`config.mk`:
```
export PLATFORM = sky130hd
export DESIGN_NAME = dpsf_port_ctrl
export DESIGN_NICKNAME = d
export VERILOG_FILES = /design/src/hw/dpsf_port_ctrl.v
export VERILOG_INCLUDE_DIRS = /design/src /design/src/hw
export SDC_FILE = /design/constraint.sdc
export NUM_CORES = 1
export LEC_CHECK = 0
export BUFFER_PORTS_ARGS = -buffer_cell sky130_fd_sc_hd__buf_2
export CAP_MARGIN = 20
export CORE_UTILIZATION = 56
export DETAILED_ROUTE_END_ITERATION = 6
export PLACE_DENSITY = 0.82
export SETUP_SLACK_MARGIN = 0.5
export SLEW_MARGIN = 20
export SYNTH_ARGS = -nofsm -noshare
export SYNTH_HDL_FRONTEND = slang
export SYNTH_SLANG_ARGS = --single-unit
```
`constraint.sdc`:
```
create_clock -name sys_clk -period 3.9 [get_ports sys_clk]
set_input_delay 0.39 -clock sys_clk [delete_from_list [all_inputs] [get_ports sys_clk]]
set_output_delay 0.39 -clock sys_clk [all_outputs]
set_load 0.02 [all_outputs]
```
`src/hw/dpsf_defs.vh`:
```
// constants for the dual-port semaphore flag port controller
// Notes on behaviour
// - never assert both selects together
// - initialise by writing 1 to all flags
// - acquire: write 0, read back, 0 wins
// - release or withdraw by writing 1
`ifndef DPSF_DEFS_VH
`define DPSF_DEFS_VH
`define DPSF_CMD_MEM_RD  3'h0
`define DPSF_CMD_MEM_WR  3'h1
`define DPSF_CMD_SEM_RD  3'h2
`define DPSF_CMD_SEM_WR  3'h3
`define DPSF_CMD_ACQUIRE 3'h4
`define DPSF_CMD_RELEASE 3'h5
`define DPSF_CMD_INIT    3'h6
`define DPSF_SEM_COUNT   4'h8
`define DPSF_SEM_LAST    3'h7
`define DPSF_SEM_AW      3
`define DPSF_FLAG_BIT    0
`define DPSF_PHASE_SETUP 2'h0
`define DPSF_PHASE_STRB  2'h1
`define DPSF_PHASE_HOLD  2'h2
`endif

```
`src/hw/dpsf_port_ctrl.v`:
```
// host-side controller driving one port of a dual-port ram with semaphore flags
`timescale 1ns/1ps
`include "dpsf_defs.vh"
module dpsf_port_ctrl #(
  parameter ADDR_W = 13,
  parameter DATA_W = 8
) (
  // clock and reset
  input  wire              sys_clk,
  input  wire              sys_rst,
  // user command port
  input  wire              cmdValid,
  input  wire [2:0]        cmdOp,
  input  wire [ADDR_W-1:0] cmdAddr,
  input  wire [DATA_W-1:0] cmdWrData,
  output reg               cmdReady,
  output reg               rspValid,
  output reg  [DATA_W-1:0] rspData,
  output reg               rspGranted,
  // device pins of one port
  output reg               memSelectN,
  output reg               semaphore_select_n,
  output reg               readWriteN,
  output reg               outEnableN,
  output reg  [ADDR_W-1:0] portAddr,
  output reg  [DATA_W-1:0] portDataOut,
  output reg               portDataOeN,
  input  wire [DATA_W-1:0] port_data_lines
);

  // sequencer states
  localparam [2:0] ST_IDLE  = 3'h0;
  localparam [2:0] ST_WRITE = 3'h1;
  localparam [2:0] ST_READ  = 3'h2;
  localparam [2:0] ST_GAP   = 3'h3;
  localparam [2:0] ST_DONE  = 3'h4;

  // how one port access runs, one step per clock:
  //   setup  - selects, address and data go out; a write pulls read/write low
  //   strobe - read/write rises; that edge loads flag bit 0 or the memory byte
  //   hold   - selects, enables and our data driver are released, read data sampled
  // a write therefore keeps data on the lines across the rising read/write edge,
  // which is where the device latches it
  // an acquire is a write of 0, one gap step with both selects high, then a
  // read-back; the gap makes the device relatch the flag for that read
  // init writes 1 to all eight flags from index 0 upward, with a gap between
  // writes, so every request latch on this side ends up cleared
  // a release writes 1, which frees the token or withdraws a pending request
  // limitation: a lost acquire is not withdrawn here; the user must release,
  // or the token passes to this side later without anyone noticing
  // the two selects are never low together, and both are high whenever the
  // sequencer is idle, so the port rests in its standby state
  // all pins come from flip-flops: no decode glitch can pulse a select or
  // the read/write line between steps
  // trade-off: three steps per access is slower than the device needs,
  // but keeps the rising read/write edge a full clock away from the select and data edges

  reg [2:0]        state_reg;
  reg [2:0]        state_next;
  reg [1:0]        phase_reg;
  reg [2:0]        op_reg;
  reg [ADDR_W-1:0] addr_reg;
  reg [DATA_W-1:0] wdata_reg;
  reg [2:0]        semIdx_reg;

  // flag space for every command but the two plain memory ones
  wire              isSem     = (op_reg != `DPSF_CMD_MEM_RD) && (op_reg != `DPSF_CMD_MEM_WR);
  // the hold step closes every access
  wire              lastPhase = (phase_reg == `DPSF_PHASE_HOLD);
  // in flag space only the low index bits reach the pins; the rest stay low
  wire [ADDR_W-1:0] semAddr   = {{(ADDR_W-`DPSF_SEM_AW){1'b0}}, semIdx_reg};
  // address put on the pins for the current access
  wire [ADDR_W-1:0] pinAddr   = isSem ? semAddr : addr_reg;

  // next-state decode
  always @* begin
    state_next = state_reg;
    case (state_reg)
      ST_IDLE: begin
        if (cmdValid) begin
          if (cmdOp == `DPSF_CMD_MEM_RD || cmdOp == `DPSF_CMD_SEM_RD)
            state_next = ST_READ;
          else
            state_next = ST_WRITE;
        end
      end
      ST_WRITE: begin
        if (lastPhase) begin
          if (op_reg == `DPSF_CMD_ACQUIRE)
            state_next = ST_GAP;
          else if (op_reg == `DPSF_CMD_INIT && semIdx_reg != `DPSF_SEM_LAST)
            state_next = ST_GAP;
          else
            state_next = ST_DONE;
        end
      end
      ST_READ:  if (lastPhase) state_next = ST_DONE;
      ST_GAP:   state_next = (op_reg == `DPSF_CMD_ACQUIRE) ? ST_READ : ST_WRITE;
      ST_DONE:  state_next = ST_IDLE;
      default:  state_next = ST_IDLE;
    endcase
  end

  // sequencer state, access step and command capture
  always @(posedge sys_clk) begin
    if (sys_rst) begin
      state_reg  <= ST_IDLE;
      phase_reg  <= `DPSF_PHASE_SETUP;
      op_reg     <= `DPSF_CMD_MEM_RD;
      addr_reg   <= {ADDR_W{1'b0}};
      wdata_reg  <= {DATA_W{1'b0}};
      semIdx_reg <= {`DPSF_SEM_AW{1'b0}};
      cmdReady   <= 1'b0;
    end else begin
      state_reg <= state_next;
      // the step count restarts on every change of state
      phase_reg <= (state_next != state_reg) ? `DPSF_PHASE_SETUP : phase_reg + 2'h1;
      // ready only while idle; a taken command clears it on the same edge
      cmdReady  <= (state_next == ST_IDLE);
      if (state_reg == ST_IDLE && cmdValid) begin
        op_reg    <= cmdOp;
        addr_reg  <= cmdAddr;
        wdata_reg <= cmdWrData;
        // init ignores the given index and always starts at the first flag
        if (cmdOp == `DPSF_CMD_INIT)
          semIdx_reg <= {`DPSF_SEM_AW{1'b0}};
        else
          semIdx_reg <= cmdAddr[`DPSF_SEM_AW-1:0];
      end else if (state_reg == ST_WRITE && lastPhase && op_reg == `DPSF_CMD_INIT) begin
        // step to the next flag once the current write has finished
        semIdx_reg <= semIdx_reg + 3'h1;
      end
    end
  end

  // device pins; every one is a flip-flop
  always @(posedge sys_clk) begin
    if (sys_rst) begin
      // both selects high: the port is deselected and in standby
      memSelectN         <= 1'b1;
      semaphore_select_n <= 1'b1;
      readWriteN         <= 1'b1;
      outEnableN         <= 1'b1;
      portAddr           <= {ADDR_W{1'b0}};
      portDataOut        <= {DATA_W{1'b0}};
      portDataOeN        <= 1'b1;
    end else begin
      case (state_reg)
        // write access: setup pulls read/write low, strobe raises it again
        ST_WRITE: begin
          // selects are mutually exclusive in every phase
          memSelectN         <= isSem;
          semaphore_select_n <= ~isSem;
          outEnableN         <= 1'b1;
          portDataOeN        <= 1'b0;
          portAddr           <= pinAddr;
          if (op_reg == `DPSF_CMD_ACQUIRE)
            portDataOut <= {DATA_W{1'b0}};
          else if (op_reg == `DPSF_CMD_RELEASE || op_reg == `DPSF_CMD_INIT)
            portDataOut <= {DATA_W{1'b1}};
          else
            portDataOut <= wdata_reg;
          // low for one step; data and select still stand at the rising edge
          readWriteN <= (phase_reg != `DPSF_PHASE_SETUP) ? 1'b1 : 1'b0;
          if (lastPhase) begin
            readWriteN         <= 1'b1;
            memSelectN         <= 1'b1;
            semaphore_select_n <= 1'b1;
            portDataOeN        <= 1'b1;
          end
        end
        // read access: our driver stays off while the device drives
        ST_READ: begin
          memSelectN         <= isSem;
          semaphore_select_n <= ~isSem;
          readWriteN         <= 1'b1;
          portDataOeN        <= 1'b1;
          portAddr           <= pinAddr;
          outEnableN         <= 1'b0;
          if (lastPhase) begin
            // drop select and enable so the next poll relatches
            outEnableN         <= 1'b1;
            semaphore_select_n <= 1'b1;
            memSelectN         <= 1'b1;
          end
        end
        // gap before an acquire read-back or the next init write: all deselected
        ST_GAP: begin
          memSelectN         <= 1'b1;
          semaphore_select_n <= 1'b1;
          outEnableN         <= 1'b1;
        end
        // idle and done: park every control pin inactive
        default: begin
          memSelectN         <= 1'b1;
          semaphore_select_n <= 1'b1;
          readWriteN         <= 1'b1;
          outEnableN         <= 1'b1;
          portDataOeN        <= 1'b1;
        end
      endcase
    end
  end

  // response; read data and grant stand until the next read completes
  always @(posedge sys_clk) begin
    if (sys_rst) begin
      rspValid   <= 1'b0;
      rspData    <= {DATA_W{1'b0}};
      rspGranted <= 1'b0;
    end else begin
      // one-cycle pulse as each command finishes
      rspValid <= (state_reg == ST_DONE);
      // sample on the hold step, after two steps of settled enable
      if (state_reg == ST_READ && lastPhase) begin
        rspData    <= port_data_lines;
        // a taken flag reads as all zeros; bit 0 alone decides the grant
        rspGranted <= isSem & ~port_data_lines[`DPSF_FLAG_BIT];
      end
    end
  end

endmodule // dpsf_port_ctrl

```
-- Word-level counts from Yosys, hierarchy flattened
Cells that the tools add are included.
- logic and storage cells: 74
- bits in registers: 69
- memories kept: 0
- memory bits (writable): 0
- bits in read-only memories: 0
- output and inout port bits: 37
- bits in latches: 0
- shifts and indexed selects: 0
- add/subtract/negate cells: 2
- bitwise logic cells: 5
- magnitude comparators: 0
- multiply operators: 0
- div/mod/pow operators: 0
- equal/unequal tests: 13
- mux-type cells: 19
- reductions and logical operators: 18
- operators with widths (cell ; number):
    two-way mux 3 bit ; 8
    two-way mux 8 bit ; 2
    == test 3 bit (second input constant) ; 5
    two-way mux 13 bit ; 1
    case mux 3 bit (4 select lines) ; 1
    == test 3 x 2 -> 1 bit (second input constant) ; 3
    zero test 3 bit ; 3
    logical AND 1 bit ; 6
    OR reduction 2 bit ; 3
    two-way mux 2 bit ; 2
    inverter 1 bit ; 4
    case mux 1 bit (2 select lines) ; 2
    nonzero test 2 bit ; 2
    adder 3 x 1 -> 3 bit (second input constant) ; 1
    == test 3 x 1 -> 1 bit (second input constant) ; 1
    two-way mux 1 bit ; 3
    inequality test 3 x 1 -> 1 bit (second input constant) ; 1
    inequality test 3 bit ; 1
    inequality test 3 bit (second input constant) ; 1
    nonzero test 3 bit ; 1
    OR reduction 3 bit ; 1
    adder 2 x 1 -> 2 bit (second input constant) ; 1
    == test 2 bit (second input constant) ; 1
    logical OR 1 bit ; 2
    AND 1 bit ; 1

-- Logic depth before layout (Yosys ltp)
Gate-level depths: netlist of run 1.
- depth in word-level cells: 8
- gate-level depth with buffers: 7
- depth with buffers taken out: 6

-- Worst setup path before layout of run 1
No wires, ideal clock.
- kind: register to register
- start point: reg phase_reg[0]
- end point: reg rspGranted
- stages on the path, launching flop included: 8
- path slack: 2363 ps
- required time: 3830 ps
- period minus slack after synthesis: 1537 ps
- buffers on the path: 1
- data arrival time: 1467 ps
- path through: dfxtp_1 inv_1 ha_1 nand2b_4 or2_1 buf_6 or3_1 a21oi_1
- cells in the longest elaborated chain, start to end: 2
- RTL lines (item ; line ; source):
    start, declared ; dpsf_port_ctrl.v:60 ; reg [1:0] phase_reg;
    start signal, assigned ; dpsf_port_ctrl.v:108 ; phase_reg <= `DPSF_PHASE_SETUP;
    start signal, assigned ; dpsf_port_ctrl.v:117 ; phase_reg <= (state_next != state_reg) ? `DPSF_PHASE_SETUP : phase_reg + 2'h1;
    == test 2 bit (no line) ; - ;
    named net lastPhase ; dpsf_port_ctrl.v:69 ; wire lastPhase = (phase_reg == `DPSF_PHASE_HOLD);
    logical AND 1 bit ; dpsf_port_ctrl.v:215 ; if (state_reg == ST_READ && lastPhase) begin
    end signal, assigned ; dpsf_port_ctrl.v:218 ; rspGranted <= isSem & ~port_data_lines[`DPSF_FLAG_BIT];
    end, declared ; dpsf_port_ctrl.v:19 ; output reg rspGranted,
The timed path passes the listed nets, and every way through them passes these cells.
A chain may end at the register's enable or synchronous reset.

-- Final worst setup path of run 1
- start point: reg state_reg[1]
- end point: reg portAddr[2]
- cells in the longest elaborated chain, start to end: 2
- elaborated cells on any way between the ends: 3
- classes of those cells: eq/ne (2); reduce/logical (1)
- RTL lines (item ; line ; source):
    start, declared ; dpsf_port_ctrl.v:58 ; reg [2:0] state_reg;
    start signal, assigned ; dpsf_port_ctrl.v:115 ; state_reg <= state_next;
    == test 3 x 1 -> 1 bit / == test 3 x 2 -> 1 bit (equally long branches) ; dpsf_port_ctrl.v:148 ; case (state_reg)
    OR reduction 2 bit (no line) * ; - ;
    end signal, assigned ; dpsf_port_ctrl.v:144 ; portAddr <= {ADDR_W{1'b0}};
    end signal, assigned ; dpsf_port_ctrl.v:156 ; portAddr <= pinAddr;
    end signal, assigned ; dpsf_port_ctrl.v:178 ; portAddr <= pinAddr;
    end, declared ; dpsf_port_ctrl.v:25 ; output reg [ADDR_W-1:0] portAddr,
Mark *: on every way between the ends. The rest lies on a longest branch, timed or not.

==> results of run 1 <==
## metal layers
metal	track usage (%)	part of all wire [%]
met1	29.9	46
met2	40.1	48
met3	6.81	4.6
met4	13.5	2.3
met5	0	0
## cell families (layout without fill, tap and decap cells)
kind of cell	count (synthesis)	in the layout	share of synthesized area (%)
AO/OA/AOI/OAI	66	66	13.5
XOR/XNOR	3	3	0.956
adder cells (fa/ha/maj)	4	4	1.82
buffers and inverters	23	91	4.32
flip-flops	69	69	50.3
AND/OR/NAND/NOR	168	168	29.2
## stage by stage
stage          util (%)  instances  setup slack (ps)
2_1_floorplan         -        333              2360
3_3_place_gp       65.5        453              2070
3_5_place_dp       65.5        453              1950
4_1_cts            70.4        468              1940
5_1_grt            70.5        468              1690
6_report           70.5        468              1930
## power by group through the flow
| stage | clock, W | sequential [W] | combinational (W) |
|---|---|---|---|
| 6_report | 0.000688 | 0.000788 | 0.000249 |
| 3_5_place_dp | 0 | 0.000803 | 0.000248 |
| 2_1_floorplan | 0 | 0.000819 | 0.000161 |
| 5_1_grt | 0.000726 | 0.000793 | 0.000279 |
| 3_3_place_gp | 0 | 0.000801 | 0.000242 |
| 4_1_cts | 0.000698 | 0.000787 | 0.000250 |
## cells in the mapped netlist, types with 2 or more instances
cell type	n
a21o_1	2
a21oi_1	49
a311oi_1	3
and3_1	2
buf_2	8
buf_4	4
clkbuf_1	5
dfxtp_1	69
ha_1	4
inv_1	4
nand2_1	84
nand2b_1	2
nand3_1	15
nand3b_1	3
nor2_1	30
nor2b_1	3
nor3_1	11
nor4_1	3
nor4b_1	2
o21ai_0	5
or2_1	2
xnor2_1	3
## critical path, delay by kind of cell, from the launching register on
| family | cells | cell delay [ps] |
|---|---|---|
| xor+xnor | 1 | 250 |
| simple gates | 2 | 710 |
| flops | 1 | 670 |
| compound gates | 1 | 250 |
## path summary, 6_finish.rpt
kind	start	end	slack [ps]	cells after the start
setup reg to reg	state_reg[1]	portAddr[2]	1930	4
setup / recovery	state_reg[1]	portAddr[2]	1930	4
hold reg to reg	phase_reg[0]	phase_reg[0]	430	1
hold / removal	cmdAddr[3]	addr_reg[3]	280	3
## layout make-up
class / count / area [um^2]
fillers: 384 / 1390
flip-flops and latches: 69 / 1380
multi-input cells: 241 / 1250
repair buffers: 72 / 363
clock buffers: 9 / 124
clock inverters: 6 / 111
well taps: 67 / 83.8
inverters: 4 / 15.0
==> flow_metrics.env, run 1 <==
export IMPL_path_clk_slew_ps=70
export IMPL_placed_cell_area_um2=3090
export IMPL_dieArea_um2=5190
export IMPL_die_x_um=72.1
export IMPL_min_period_ps=1970
export IMPL_post_cts_repair_setup_buffers=0
export IMPL_fin_hold_ws_ps=281
export IMPL_synth_area_leaders="dfxtp_1 (50%), nand2_1 (11%), a21oi_1 (8.9%)"
export IMPL_fin_crit_sh_pct=50.6
export IMPL_p_clk_share_pct=39.9
export IMPL_place_congestion=0.837
export IMPL_cts_root_buf="clkbuf_8"
export IMPL_area_growth_pct=21.1
export IMPL_slew_headroom_pct=32.9
export IMPL_grtUsageTotal_pct=24.7
export IMPL_layout_common_cells="nand2_1 (84), buf_2 (71), dfxtp_1 (69)"
export IMPL_htree_levels=3
export IMPL_cts_buffer_depth=2
export IMPL_crit_path_end_kind="register"
export IMPL_chipHeight_um=72.1
export IMPL_core_um2=4720
export IMPL_synth_cell_types=42
export IMPL_finClkSkew_ps=5.01
export IMPL_async_flop_share_pct=0
export IMPL_grt_pass1_vias=2298
export IMPL_synth_ff_type="dfxtp_1"
export IMPL_cts_tree="built"
export IMPL_powerDensity_nw_per_um2=518
export IMPL_fin_tns_setup_ps=0
export IMPL_drt_first_pass_iters=6
export IMPL_p_int_w=0.00127
export IMPL_cp_max_fo=18
export IMPL_leakage_nw=1.39
export IMPL_combPwrFrac_pct=14.4
export IMPL_synth_warnings=0
export IMPL_finalSetupViolCount=0
export IMPL_vias=2476
export IMPL_vias_per_cell=5.29
export IMPL_grt_pass1_wl_mm=9.85
export IMPL_netSwitchingFraction_pct=26.6
export IMPL_syn_nets=372
export IMPL_synthCells=333
export IMPL_power_frac_seq_pct=45.7
export IMPL_outcome="complete, but fails checks"
export IMPL_routed_wl_mm=5.93
export IMPL_total_power_w=0.00173
export IMPL_n_antenna_cell=0
export IMPL_worst_slew_pin_slew_ps=1010
export IMPL_grt_ovfl_total=0
export IMPL_route_antenna_remaining_nets=0
export IMPL_ys_ff_latch=69
export IMPL_synth_area_leader_cell="dfxtp_1"
export IMPL_ioPinCount=72
export IMPL_grt_max_degree=58
export IMPL_cts_sinks=69
export IMPL_yosysSeqAreaShare_pct=50.3
export IMPL_critical_path_max_stage_delay_ps=670
export IMPL_antenna_found_initial=0
export IMPL_netlist_area_leader_share_pct=50.3
export IMPL_layout_commonest_cell="nand2_1"
export IMPL_wl_per_cell_um=12.7
export IMPL_crit_arrival_ps=2220
export IMPL_final_hold_violation_count=0
export IMPL_maxSlewViolCount=0
export IMPL_nets=436
export IMPL_rsz0062_at_grt="no"
export IMPL_synth_area_um2=2750
export IMPL_cts_buffers=9
export IMPL_irDropWorstVdd_v=0.000312
export IMPL_power_switching_w=0.000458
export IMPL_drc=2
export IMPL_drt_iter0_drc=160
export IMPL_cts_resized=0
export IMPL_crit_type="reg2reg"
export IMPL_drv_cap=0
export IMPL_fmax_ghz=0.506
export IMPL_rows=25
export IMPL_start_kind="register"
export IMPL_final_cell_area_um2=3330
export IMPL_start_util_pct=58.2
export IMPL_hold_class="in2reg"
export IMPL_clk_latency_ps=340
export IMPL_postCtsHoldBufs=0
export IMPL_drive_gt1_share_pct=24.2
export IMPL_violations="design-rule violations"
export IMPL_crit_slowest_cell="dfxtp_1"
export IMPL_synth_edff_count=0
export IMPL_cp_cell_sequence="xnor2_1, nor2_2, nor2_1, a311oi_1"
export IMPL_hpwl_mm=3.87
export IMPL_synth_avg_cell_area_um2=8.25
export IMPL_io_buffers=71
export IMPL_worstPathRequired_ps=4150
(Power assumes the default switching activity.)
==> inputs of run 2 (changes only) <==
CORE_UTILIZATION = 47   (was 56)
PLACE_DENSITY = 0.73   (was 0.82)
clock period = 1.8 ns   (was 3.9 ns; I/O delays follow)
==> run 2 against run 1 <==
  * The run now ends clean
  * Non-clock buffer count rose by 31
  * Final cell count rose by 7.9%
  * Global-route usage fell by 1.7 points
  * Critical path depth rose by 2
  * Clock power rose by 58%
  * Cell area rose by 24%
  * Routed wire length rose by 27%
  * Total power rose by 110%
  * Clock skew rose by 3.7 ps
  * Sequential share of layout area fell by 7.4 points
  * Worst hold slack got worse by 210 ps
  * Via count rose by 9.5%
  * Critical endpoint is now semIdx_reg[0]
==> flow_metrics.env, run 2 (synthesis gave the netlist of run 1 again) <==
export IMPL_crit_path_end_kind="register"
export IMPL_chipHeight_um=78.5
export IMPL_numPlacedInstances=469
export IMPL_drv_cap=0
export IMPL_min_period_ps=1470
export IMPL_io_buffers=71
export IMPL_core_um2=5570
export IMPL_die_x_um=78.5
export IMPL_clk_latency_ps=340
export IMPL_fin_hold_ws_ps=68.3
export IMPL_fill_cells=392
export IMPL_outcome="complete, no violations"
export IMPL_rows=27
export IMPL_final_hold_violation_count=0
export IMPL_fin_tns_setup_ps=0
export IMPL_worst_slew_pin_slew_ps=385
export IMPL_cp_max_fo=6
export IMPL_drc=0
export IMPL_hpwl_mm=4.32
export IMPL_pre_cts_ws_ps=254
export IMPL_cts_buffers=9
export IMPL_start_util_pct=49.3
export IMPL_maxSlewViolCount=0
export IMPL_vias_per_cell=5.37
export IMPL_p_int_w=0.00257
export IMPL_place_congestion=0.832
export IMPL_layoutNonFillerInstCount=505
export IMPL_finalSetupViolCount=0
export IMPL_cts_tree="built"
export IMPL_dieArea_um2=6160
export IMPL_grt_pass1_wl_mm=11.0
export IMPL_drt_iter0_drc=226
export IMPL_fmax_ghz=0.681
export IMPL_htree_levels=3
export IMPL_start_kind="register"
export IMPL_drt_first_pass_iters=4
export IMPL_cts_sinks=69
export IMPL_layout_common_cells="buf_2 (71), nand2_1 (60), dfxtp_1 (60)"
export IMPL_total_power_w=0.00371
export IMPL_combPwrFrac_pct=24.0
export IMPL_cts_buffer_depth=2
export IMPL_ioPinCount=72
export IMPL_grt_ovfl_total=0
export IMPL_antenna_found_initial=0
export IMPL_power_switching_w=0.00114
export IMPL_leakage_nw=1.74
export IMPL_slew_headroom_pct=74.2
export IMPL_crit_arrival_ps=1720
export IMPL_hold_class="in2reg"
export IMPL_fin_crit_sh_pct=81.6
export IMPL_postCtsHoldBufs=0
export IMPL_layout_setup_ws_ps=331
export IMPL_drive_gt1_share_pct=49.7
export IMPL_cts_root_buf="clkbuf_8"
export IMPL_irDropWorstVdd_v=0.000674
export IMPL_vias=2710
export IMPL_worstPathRequired_ps=2050
export IMPL_netSwitchingFraction_pct=30.8
export IMPL_rsz0062_at_grt="yes"
export IMPL_grt_pass1_vias=2451
export IMPL_powerDensity_nw_per_um2=901
export IMPL_p_clk_share_pct=29.5
export IMPL_finClkSkew_ps=8.73
export IMPL_wl_per_cell_um=14.9
export IMPL_path_clk_slew_ps=70
export IMPL_nets=467
export IMPL_grtUsageTotal_pct=23.0
export IMPL_grt_max_degree=27
export IMPL_crit_type="reg2reg"
export IMPL_layout_commonest_cell="buf_2"
export IMPL_power_frac_seq_pct=46.5
export IMPL_n_antenna_cell=0
export IMPL_route_antenna_remaining_nets=0
export IMPL_area_growth_pct=49.7
export IMPL_routed_wl_mm=7.52
run 2: worst paths after layout:
kind | start | to | slack [ps] | depth (start not counted)
worst max register to register | phase_reg[0] | semIdx_reg[0] | 330 | 6
worst max-delay path | phase_reg[0] | semIdx_reg[0] | 330 | 6
worst min register to register | phase_reg[0] | phase_reg[0] | 420 | 1
worst min-delay path | cmdAddr[7] | addr_reg[7] | 70 | 3
run 2: metrics by stage:
| stage | cell area [um^2] | util (%) |
|---|---|---|
| floorplan | 2780 | - |
| global placement | 3240 | 58.1 |
| detailed placement | 3240 | 58.1 |
| CTS | 3660 | 65.7 |
| global route | 4110 | 73.8 |
| finish | 4110 | 73.8 |
run 2: cell type report:
type                       instances  area [um^2]  share of cell area [%]
tap                               72         90.1                    2.19
inverter                           4         15.0                   0.365
clock inverter                     4         23.8                   0.578
sequential                        69         1400                    34.1
multi-input combinational        241         1720                    41.9
clock buffer                      12          145                    3.53
timing repair buffer             103          714                    17.4
run 2: per-layer routing:
metal / up-vias / GRT usage, % / part of all wire, %
li1: 1310 / - / -
met1: 1286 / 28.1 / 41
met2: 100 / 38.6 / 51
met3: 14 / 5.70 / 6.0
met4: 0 / 9.26 / 1.8
met5: - / 0 / 0
run 2: worst max-delay path, stage by stage (launching register included):
cell	delay [ps]
dfxtp_2	330
inv_2	70
ha_4	180
and4bb_1	250
and3_4	220
xnor2_1	100
a211oi_2	230
run 2: power groups by stage:
stage / combinational, W / clock (W) / sequential, W
floorplan: 0.000358 / 0 / 0.00178
global placement: 0.000596 / 0 / 0.00174
detailed placement: 0.000605 / 0 / 0.00174
CTS: 0.000690 / 0.00111 / 0.00172
global route: 0.000961 / 0.00119 / 0.00174
finish: 0.000889 / 0.00109 / 0.00173
run 2: timing repair:
item                                    CTS  global route
endpoints found under the setup margin   65            63
setup buffers                            12             7
resized for setup                        32           101
pin swaps                                 9            56
gates cloned                              0             1
==> inputs of run 3 (changes only) <==
CORE_UTILIZATION = 52   (was 47)
PLACE_DENSITY = 0.77   (was 0.73)
clock period = 1.4 ns   (was 1.8 ns; I/O delays follow)
==> run 3 against run 2 <==
  * The run now ends with negative setup slack left
  * Clock skew increased by 1.5 ps
  * Register-to-register slack got worse by 430 ps
  * Combinational power is 62% higher
  * Critical path type unchanged
  * Via count is 19% higher
  * Highest routed layer unchanged
==> flow_metrics.env, run 3 (synthesis gave the netlist of run 1 again) <==
export IMPL_r2r_end="addr_reg[9]"
export IMPL_postCtsHoldBufs=0
export IMPL_drc=0
export IMPL_regArea_um2=1450
export IMPL_n_antenna_cell=0
export IMPL_maxSlewViolCount=0
export IMPL_rows=26
export IMPL_ioPinCount=72
export IMPL_cts_sinks=69
export IMPL_place_congestion=0.811
export IMPL_grtUsageTotal_pct=29.8
export IMPL_io_buffers=71
export IMPL_grt_pass1_wl_mm=12.2
export IMPL_start_kind="register"
export IMPL_powerDensity_nw_per_um2=1130
export IMPL_chipHeight_um=74.7
export IMPL_layout_setup_ws_ps=-100
export IMPL_multi_input_area_um2=1690
export IMPL_layout_commonest_cell="nand2_1"
export IMPL_finClkSkew_ps=10.3
export IMPL_crit_path_end_kind="register"
export IMPL_fmax_ghz=0.667
export IMPL_leakage_nw=1.83
export IMPL_final_hold_violation_count=0
export IMPL_irDropWorstVdd_v=0.000898
export IMPL_cts_buffers=9
export IMPL_numPlacedInstances=473
export IMPL_wl_per_cell_um=21.3
export IMPL_r2r_setup_slack_ps=-100
export IMPL_cts_tree="built"
export IMPL_path_clk_slew_ps=80
export IMPL_route_antenna_remaining_nets=0
export IMPL_rsz0062_at_grt="yes"
export IMPL_layout_common_cells="nand2_1 (67), buf_6 (45), buf_4 (42)"
export IMPL_grt_ovfl_total=0
export IMPL_hold_class="in2reg"
export IMPL_worst_slew_pin_slew_ps=423
export IMPL_slew_headroom_pct=71.8
export IMPL_die_x_um=74.7
export IMPL_layoutNonFillerInstCount=531
export IMPL_grt_pass1_vias=2608
export IMPL_grt_max_degree=29
export IMPL_r2r_cells=5
export IMPL_worstPathRequired_ps=1650
export IMPL_min_period_ps=1500
export IMPL_vias=3218
export IMPL_drt_iter0_drc=284
export IMPL_finalSetupViolCount=12
export IMPL_cp_max_fo=11
export IMPL_cts_root_buf="clkbuf_8"
export IMPL_fin_crit_sh_pct=107
export IMPL_fill_cells=199
export IMPL_routed_wl_mm=11.3
export IMPL_antenna_found_initial=0
export IMPL_core_um2=5110
export IMPL_dieArea_um2=5580
export IMPL_cp_startpoint="state_reg[2]"
export IMPL_start_util_pct=53.8
export IMPL_fin_tns_setup_ps=-451
export IMPL_clk_latency_ps=350
export IMPL_drv_cap=0
export IMPL_min_delay_path_depth=3
export IMPL_drt_first_pass_iters=7
export IMPL_crit_type="reg2reg"
export IMPL_vias_per_cell=6.06
export IMPL_violations="negative setup slack"
export IMPL_hpwl_mm=4.56
export IMPL_crit_end="addr_reg[9]"
export IMPL_r2r_start="state_reg[2]"
export IMPL_outcome="complete, but fails checks"
export IMPL_area_growth_pct=67.5
export IMPL_crit_arrival_ps=1750
export IMPL_drive_gt1_share_pct=60.5
export IMPL_htree_levels=3
export IMPL_cts_buffer_depth=2
export IMPL_nets=495
## run 3: changes by cell type in the layout (fill, tap and decap cells not counted), moves of 13 or more
cell and delta:
buf_6 +38, buf_2 -37, dfxtp_1 -37, dfxtp_2 +35
buf_4 +24, nand2_4 -20, nand2_2 +13, nand3_1 -13
## run 3: per-layer routing
layer / GRT usage, % / vias up / share of wire, %
li1: - / 1373 / -
met1: 31.8 / 1553 / 37
met2: 55.8 / 232 / 50
met3: 5.62 / 60 / 7.7
met4: 15.3 / 0 / 5.4
met5: 0 / - / 0
## run 3: cell type report
cell class	count	share of cell area (%)
multi-input cells	241	36.6
well taps	70	1.90
clock inverters	4	0.516
flip-flops and latches	69	31.6
repair buffers	131	25.8
inverters	4	0.380
clock buffers	12	3.15
## run 3: repair_timing
item | 4_1_cts | 5_1_grt
pin swaps | 11 | 25
cloned | 1 | 2
setup endpoints to repair | 106 | 106
gates resized for setup | 151 | 73
buffers inserted | 18 | 21
## run 3: per-stage QoR
stage                     hold slack [ps]  total power [W]  setup WS (ps)  instance area (um^2)  util (%)
after global routing                 30.3          0.00535           -438                  4600      90.2
after detailed placement              387          0.00306          -47.3                  3350      65.6
after global placement                380          0.00304           50.2                  3350      65.6
final                                27.5          0.00520           -100                  4600      90.2
after CTS                            19.6          0.00469           6.67                  4090      80.1
after floorplan                       244          0.00280           14.8                  2890         -
## run 3: worst min-delay path by stage
stage | to | startpoint | slack, ps
6_report | rspData[7] | port_data_lines[7] | 30
5_1_grt | wdata_reg[3] | cmdWrData[3] | 30
4_1_cts | rspData[6] | port_data_lines[6] | 20
3_5_place_dp | rspData[6] | port_data_lines[6] | 390
3_3_place_gp | rspData[2] | port_data_lines[2] | 380
2_1_floorplan | outEnableN | sys_rst | 240
## run 3: worst max-delay path: stages (launching register included)
cell	delay [ps]
dfxtp_4	390
nor4b_4	370
buf_4	200
buf_8	130
nand2_1	70
a21oi_1	240
## run 3: where the power goes
part	leakage, nW	internal, W	switching, W
Sequential	0.581	0.00211	0.000147
Combinational	1.16	0.000691	0.000749
Clock	0.0901	0.000688	0.000815
Total	1.83	0.00349	0.00171
